File: src/hdl/shift_port_regs.vh
`ifndef SHIFT_PORT_REGS_VH
`define SHIFT_PORT_REGS_VH

// ----------------------------------------
// Mode field codes
// ----------------------------------------
`define MODE_OFF       3'h0
`define MODE_IN_TMR    3'h1
`define MODE_IN_SYS    3'h2
`define MODE_IN_EXT    3'h3
`define MODE_FREE_RUN  3'h4
`define MODE_OUT_TMR   3'h5
`define MODE_OUT_SYS   3'h6
`define MODE_OUT_EXT   3'h7

// ----------------------------------------
// Field positions and values
// ----------------------------------------
`define MODE_DIR_BIT   2
`define MODE_SRC_HI    1
`define MODE_SRC_LO    0
`define SRC_TIMER      2'h1
`define SRC_SYSCLK     2'h2
`define SRC_EXT        2'h3
`define BITS_PER_BYTE  4'h8
`define BIT_CNT_ZERO   4'h0
`define BYTE_ZERO      8'h00
`define TIMER_ZERO     8'h00
`define BYTE_TOP       7
`define BYTE_BOTTOM    0

`endif

File: src/hdl/serial_shift_port.v
`timescale 1ns/100ps
`default_nettype none
`include "shift_port_regs.vh"

module serial_shift_port (
  // Clock, reset, enable
  input  wire       clk_i,
  input  wire       rst_i,
  input  wire       ce_i,
  // Processor side
  input  wire [2:0] mode_i,
  input  wire [7:0] timer_latch_i,
  input  wire       data_wr_i,
  input  wire [7:0] data_wdata_i,
  input  wire       data_rd_i,
  output reg  [7:0] shift_data_reg_o,
  input  wire       flag_clr_i,
  output reg        shift_flag_o,
  output wire       busy_o,
  // Shift clock line, two-way
  input  wire       shift_clock_line_i,
  output reg        shift_clock_line_o,
  output wire       shift_clock_line_oe_o,
  // Shift data line, two-way
  input  wire       shift_data_line_i,
  output reg        shift_data_line_o,
  output wire       shift_data_line_oe_o
);

  // ----------------------------------------
  // State
  // ----------------------------------------
  localparam ST_IDLE = 2'h0;
  localparam ST_RUN  = 2'h1;
  // Clock stopped, last bit still in the data synchroniser
  localparam ST_TAIL = 2'h2;

  reg  [1:0] state;
  reg  [1:0] cap_pipe;
  reg  [3:0] bit_cnt;
  reg  [7:0] tmr_cnt;
  reg  [2:0] mode_q;
  reg  [7:0] shreg;
  reg        din_meta;
  reg        din_sync;
  wire       ext_rise;
  wire       ext_fall;

  function is_out;
    input [2:0] m;
    begin
      is_out = m[`MODE_DIR_BIT];
    end
  endfunction

  function [1:0] src_of;
    input [2:0] m;
    begin
      src_of = (m == `MODE_FREE_RUN) ? `SRC_TIMER : m[`MODE_SRC_HI:`MODE_SRC_LO];
    end
  endfunction

  wire       dir_out = is_out(mode_q);
  wire [1:0] src     = src_of(mode_q);
  wire       free_run = (mode_q == `MODE_FREE_RUN);
  wire       enabled  = (mode_q != `MODE_OFF);

  // ----------------------------------------
  // Pin synchronisers
  // ----------------------------------------
  shift_edge_sync u_clk_sync (
    .clk_i   (clk_i),
    .rst_i   (rst_i),
    .ce_i    (ce_i),
    .async_i (shift_clock_line_i),
    .level_o (),
    .rise_o  (ext_rise),
    .fall_o  (ext_fall)
  );

  // Data line only read by the second stage
  always @(posedge clk_i) begin
    if (rst_i) begin
      din_meta <= 1'b0;
      din_sync <= 1'b0;
    end else if (ce_i) begin
      din_meta <= shift_data_line_i;
      din_sync <= din_meta;
    end
  end

  // ----------------------------------------
  // Internal bit clock
  // ----------------------------------------
  // timer half-period
  wire tmr_tick = (tmr_cnt == `TIMER_ZERO);
  wire int_tick = (src == `SRC_SYSCLK) ? 1'b1 : tmr_tick;
  wire int_src  = (src != `SRC_EXT);
  // Half-bit toggle: fall first, then rise
  wire int_fall = int_src & int_tick & shift_clock_line_o;
  wire int_rise = int_src & int_tick & ~shift_clock_line_o;
  wire do_fall  = (state == ST_RUN) & (int_src ? int_fall : ext_fall);
  wire do_rise  = (state == ST_RUN) & (int_src ? int_rise : ext_rise);

  wire start_rd = data_rd_i;
  wire start_wr = data_wr_i & is_out(mode_q);
  wire start    = enabled & (start_rd | start_wr);
  wire eighth   = do_rise & (bit_cnt == `BITS_PER_BYTE - 4'h1) & ~free_run;
  // Own clock in-mode: synchronised data trails the clock by two cycles
  wire in_int   = ~dir_out & int_src;
  wire cap_now  = ~dir_out & (in_int ? cap_pipe[1] : do_rise);
  wire last_bit = in_int ? ((state == ST_TAIL) & cap_pipe[1]) : eighth;

  assign busy_o = (state != ST_IDLE);
  // Sys-clock and timer sources drive the clock; external source only listens
  assign shift_clock_line_oe_o = enabled & int_src;
  assign shift_data_line_oe_o  = enabled & dir_out;

  // ----------------------------------------
  // Main sequencer
  // ----------------------------------------
  always @(posedge clk_i) begin
    if (rst_i) begin
      state              <= ST_IDLE;
      bit_cnt            <= `BIT_CNT_ZERO;
      cap_pipe           <= 2'h0;
      tmr_cnt            <= `TIMER_ZERO;
      mode_q             <= `MODE_OFF;
      shreg              <= `BYTE_ZERO;
      shift_clock_line_o <= 1'b1;
      shift_data_line_o  <= 1'b1;
      shift_flag_o       <= 1'b0;
      shift_data_reg_o   <= `BYTE_ZERO;
    end else if (ce_i) begin
      mode_q <= mode_i;
      if (mode_i != mode_q) begin
        state              <= ST_IDLE;
        bit_cnt            <= `BIT_CNT_ZERO;
        cap_pipe           <= 2'h0;
        shift_clock_line_o <= 1'b1;
      end else begin
        cap_pipe <= {cap_pipe[0], do_rise & in_int};
        case (state)
          ST_IDLE: begin
            shift_clock_line_o <= 1'b1;
            if (start) begin
              state   <= ST_RUN;
              bit_cnt <= `BIT_CNT_ZERO;
              tmr_cnt <= timer_latch_i;
            end
          end
          ST_RUN: begin
            if (int_src) begin
              tmr_cnt <= tmr_tick ? timer_latch_i : tmr_cnt - 8'h01;
            end
            if (int_src & int_tick) begin
              shift_clock_line_o <= ~shift_clock_line_o;
            end
            if (do_fall & dir_out) begin
              shift_data_line_o <= shreg[`BYTE_TOP];
            end
            if (do_rise) begin
              if (dir_out) begin
                shreg <= {shreg[`BYTE_TOP-1:`BYTE_BOTTOM], shreg[`BYTE_TOP]};
              end
              bit_cnt <= (bit_cnt == `BITS_PER_BYTE - 4'h1) ? `BIT_CNT_ZERO
                                                             : bit_cnt + 4'h1;
            end
            if (eighth) begin
              state <= in_int ? ST_TAIL : ST_IDLE;
            end
          end
          ST_TAIL: begin
            if (last_bit) begin
              state <= ST_IDLE;
            end
          end
          default: begin
            state <= ST_IDLE;
          end
        endcase
        if (cap_now) begin
          shreg <= {shreg[`BYTE_TOP-1:`BYTE_BOTTOM], din_sync};
        end
      end
      // Processor load wins over shifting in the same cycle
      if (data_wr_i) begin
        shreg <= data_wdata_i;
      end
      shift_data_reg_o <= shreg;
      if (last_bit) begin
        shift_flag_o <= 1'b1;
      end else if (flag_clr_i & shift_flag_o) begin
        shift_flag_o <= 1'b0;
      end
    end
  end

endmodule

`default_nettype wire

File: src/hdl/shift_edge_sync.v
`timescale 1ns/100ps
`default_nettype none

// ----------------------------------------
// Two-stage synchroniser with edge pulses
// ----------------------------------------
module shift_edge_sync (
  // Clock and control
  input  wire clk_i,
  input  wire rst_i,
  input  wire ce_i,
  // Async level
  input  wire async_i,
  // Synchronised level and edges
  output reg  level_o,
  output wire rise_o,
  output wire fall_o
);

  reg meta;
  reg prev;

  // Reset high: idle shift clock sits high
  always @(posedge clk_i) begin
    if (rst_i) begin
      meta    <= 1'b1;
      level_o <= 1'b1;
      prev    <= 1'b1;
    end else if (ce_i) begin
      meta    <= async_i;
      level_o <= meta;
      prev    <= level_o;
    end
  end

  assign rise_o = ce_i & level_o & ~prev;
  assign fall_o = ce_i & ~level_o & prev;

endmodule

`default_nettype wire

File: config.mk
export PLATFORM = sky130hd
export DESIGN_NAME = serial_shift_port
export DESIGN_NICKNAME = d
export VERILOG_FILES = /design/src/hdl/serial_shift_port.v /design/src/hdl/shift_edge_sync.v
export VERILOG_INCLUDE_DIRS = /design/src /design/src/hdl
export SDC_FILE = /design/constraint.sdc
export NUM_CORES = 1
export LEC_CHECK = 0
export BUFFER_PORTS_ARGS = -buffer_cell sky130_fd_sc_hd__buf_2
export CAP_MARGIN = 20
export CELL_PAD_IN_SITES_DETAIL_PLACEMENT = 1
export CELL_PAD_IN_SITES_GLOBAL_PLACEMENT = 2
export CORE_UTILIZATION = 35
export DETAILED_ROUTE_END_ITERATION = 8
export GPL_TIMING_DRIVEN = 0
export PLACE_DENSITY_LB_ADDON = 0.05
export SLEW_MARGIN = 20
export SYNTH_ARGS = -nofsm -noshare
export SYNTH_HDL_FRONTEND = slang
export SYNTH_SLANG_ARGS = --single-unit
File: constraint.sdc
create_clock -name clk_i -period 6.2 [get_ports clk_i]
set_clock_uncertainty 0.15 [all_clocks]
set_input_delay 0.31 -clock clk_i [delete_from_list [all_inputs] [get_ports clk_i]]
set_output_delay 0.31 -clock clk_i [all_outputs]
set_load 0.01 [all_outputs]
==> reports/results.txt <==
post-synthesis cell count - 293
power density over the cells - 205 nW/um^2
data required time of the critical path - 6260 ps
met2 usage - 34.5%
highest fanout seen on the critical path - 10
final routed wirelength across all metal layers - 7.35 mm
via count of the first global-routing pass - 2,306
routing usage on met1 - 29.1%
met3 global-route usage - 3.40%
Top-Level Pins - 41
run status - complete, no violations
reg-to-reg slack, setup - 3220 ps
commonest cells after routing, fill and taps aside - 43 x dfxtp_1, 42 x buf_2, 37 x nor2_1
Hold-fix buffers, CTS - 0
share of the synthesized area in compound gates (AO/OA/AOI/OAI) - 25.1%
total CTS buffers - 5
post-route antenna net violation count - 0
Avg Synthesized Cell Area - 8.30 sq um
worst endpoint data arrival time - 3040 ps
CTS tree - built
Clock H-tree levels - 2
Worst R2R Path Depth - 6
minimum clock period after layout - 2980 ps
crit path launch type - flop
number of setup buffers added after CTS - 0
maximum operating frequency - 335 MHz
first-pass detailed-route iteration total - 4
total routing resource utilization after global routing - 21.2%
post-synthesis net count - 323
Placer Congestion - 0.853
wire length of the first global-routing pass - 12.0 mm
leading cell type in the layout, fill and taps excluded - dfxtp_1
num rows - 30
count of clock tree sinks - 43
post-synthesis instance area - 2430 sq um
path class of the lowest-slack min-delay path - input port to flop
prevailing post-synth register cell - dfxtp_1
# setup viols final - 0
fillcell total - 858
effective utilization at floorplan - 36.0%
number of failing hold endpoints at the final stage - 0
XOR/XNOR Fraction of Synth Area - 2.16%
post-CTS resize count - 0
Clock transition at path regs - 90 ps
floorplan die area - 7280 sq um
endpoint of the worst hold-timing path - din_meta
maximum vdd drop - 0.106 mV
hold path cells - 3
mux contribution to synthesized area - 6.59%
NumNets Final - 370
worst hold-check slack - 91.1 ps
Setup WS pre-CTS - 3220 ps
CORE AREA - 6760 sq um
simple-gate portion of the synthesized area - 23.6%
estimated wirelength of the detail-placed design - 5.52 mm
per-cell routed wire length - 17.5 um
clock insertion delay at the later pin of the skew report - 310 ps
max-cap violations - 0
clock tree buffer depth - 2
actual slew at the worst max-slew pin - 842 ps
count of distinct cell types in the synthesized netlist - 57
fraction of the yosys area taken by sequential cells - 35.4%
Relative slew margins - 43.4%
DRC viols - 0
origin of the worst min-delay path - shift_data_line_i
setup TNS after final layout - 0 ps
layout overhead on the synthesized area - 15.9%
layer with the highest usage - met2
setup repair after global routing missed its margin - no
endpoint of the lowest-slack register-to-register path - bit_cnt[2]
number of warnings printed during yosys synthesis - 0
final design area excluding fillers - 2820 sq um
antenna cells - 0
final cycle utilization of the critical path - 48.1%
Leak Pwr - 1.11 nW
via count normalized by instance count - 5.61
height of the die - 85.3 um
nature of the critical path endpoint - flop
DR iter-0 viols - 51
post-synthesis register bit count - 43
largest family of logic cells by synthesized area - compound AO/OA/AOI/OAI gates
proportion of synthesized flip-flops having asynchronous set or reset - 0%
via total after detailed routing - 2,360
cell at the root of the clock tree - clkbuf_8
pins over their slew limit - 0
PnR worst setup slack - 3220 ps
Port Buffers - 40
largest net degree at the start of global routing - 14
grt total ovfl - 0
share of final-layout standard cells stronger than drive strength 1 - 19.9%
start-to-end type of the worst setup path - flop to flop
launching point of the worst reg2reg path - mode_q[0]
die span in x - 85.3 um
Placed Area - 2730 sq um
number of enable flip-flop cells after synthesis - 0
Synth Area in Adders - 1.54%
PnR Total Power - 578 uW
initial antenna violation count - 0
## final cells by class
| cell class | instances | area (sq um) | area share, % |
|---|---|---|---|
| multi-input cells | 215 | 1440 | 51.0 |
| flip-flops and latches | 43 | 861 | 30.6 |
| repair buffers | 40 | 200 | 7.11 |
| well taps | 80 | 100 | 3.55 |
| clock buffers | 6 | 72.6 | 2.58 |
| plain buffers | 18 | 71.3 | 2.53 |
| inverters | 17 | 63.8 | 2.27 |
| clock inverters | 2 | 12.5 | 0.444 |
## sequential cells by signal (all words and copies together) (netlist names), 2 cells and up
| name | flops |
|---|---|
| shift_data_reg_o | 8 |
| shreg | 8 |
| tmr_cnt | 8 |
| bit_cnt | 4 |
| mode_q | 3 |
| cap_pipe | 2 |
| state | 2 |
## critical path, stage by stage (launching register included)
cell and delay (ps):
dfxtp_1 370, clkbuf_1 420, xor2_1 160, nor4_1 680, o21ai_0 330, or4b_2 670, o311ai_0 100
## per-layer routing
| metal | wire length (um) | share of wire [%] |
|---|---|---|
| met5 | 0 | 0 |
| met4 | 104 | 1.4 |
| met3 | 219 | 3.0 |
| met2 | 3460 | 47 |
| met1 | 3570 | 49 |
## power by group
part           leakage [nW]  switching, mW  internal (mW)  total, mW
Sequential            0.350        0.00929          0.288      0.297
Clock                0.0412          0.108         0.0790      0.187
Combinational         0.717         0.0552         0.0378     0.0930
Total                  1.11          0.173          0.405      0.578
## synth_stat cells, types with 2 or more instances
cell type,count,area (sq um)
a211o_1,3,26.3
xor2_1,3,26.3
o21ai_0,16,80.1
nor3b_1,2,15.0
o22a_2,7,70.1
a31oi_1,2,12.5
or4_1,2,15.0
a21oi_1,20,100
ha_1,3,37.5
dfxtp_1,43,861
o31ai_1,2,15.0
xnor2_1,3,26.3
clkbuf_1,11,41.3
nor2_1,37,139
a221oi_1,8,70.1
mux2i_1,16,160
nand4_1,5,31.3
a211oi_1,7,52.6
o311ai_0,3,26.3
nor4_1,2,12.5
or4b_2,2,20.0
nand3_1,5,25.0
nand2b_1,6,37.5
nand2_1,15,56.3
buf_1,4,15.0
inv_1,16,60.1
and2_1,6,37.5
nor2b_1,4,25.0
nand3b_1,4,30.0
nand4b_1,2,17.5
or4_4,2,22.5
buf_2,2,10.0
nor3_1,6,30.0
## per-stage QoR
stage | utilization, % | instances
final | 41.7 | 421
after CTS | 41.7 | 421
after global routing | 41.7 | 421
after floorplan | - | 293
after global placement | 40.4 | 413
after detailed placement | 40.4 | 413
## cell families after synthesis
kind of cell | after synthesis
AO/OA/AOI/OAI | 84
adder cells (fa/ha/maj) | 3
buffers and inverters | 35
multiplexers | 16
XOR/XNOR | 6
flip-flops | 43
AND/OR/NAND/NOR | 106
## worst max path at each step
| stage | start | endpoint | slack (ps) |
|---|---|---|---|
| floorplan | tmr_cnt[0] | shreg[0] | 3720 |
| global placement | mode_q[0] | bit_cnt[2] | 3260 |
| detailed placement | mode_q[0] | tmr_cnt[0] | 3220 |
| CTS | mode_q[0] | tmr_cnt[0] | 3180 |
| global route | mode_q[0] | tmr_cnt[4] | 2940 |
| finish | mode_q[0] | bit_cnt[2] | 3220 |
(Power assumes the default switching activity.)
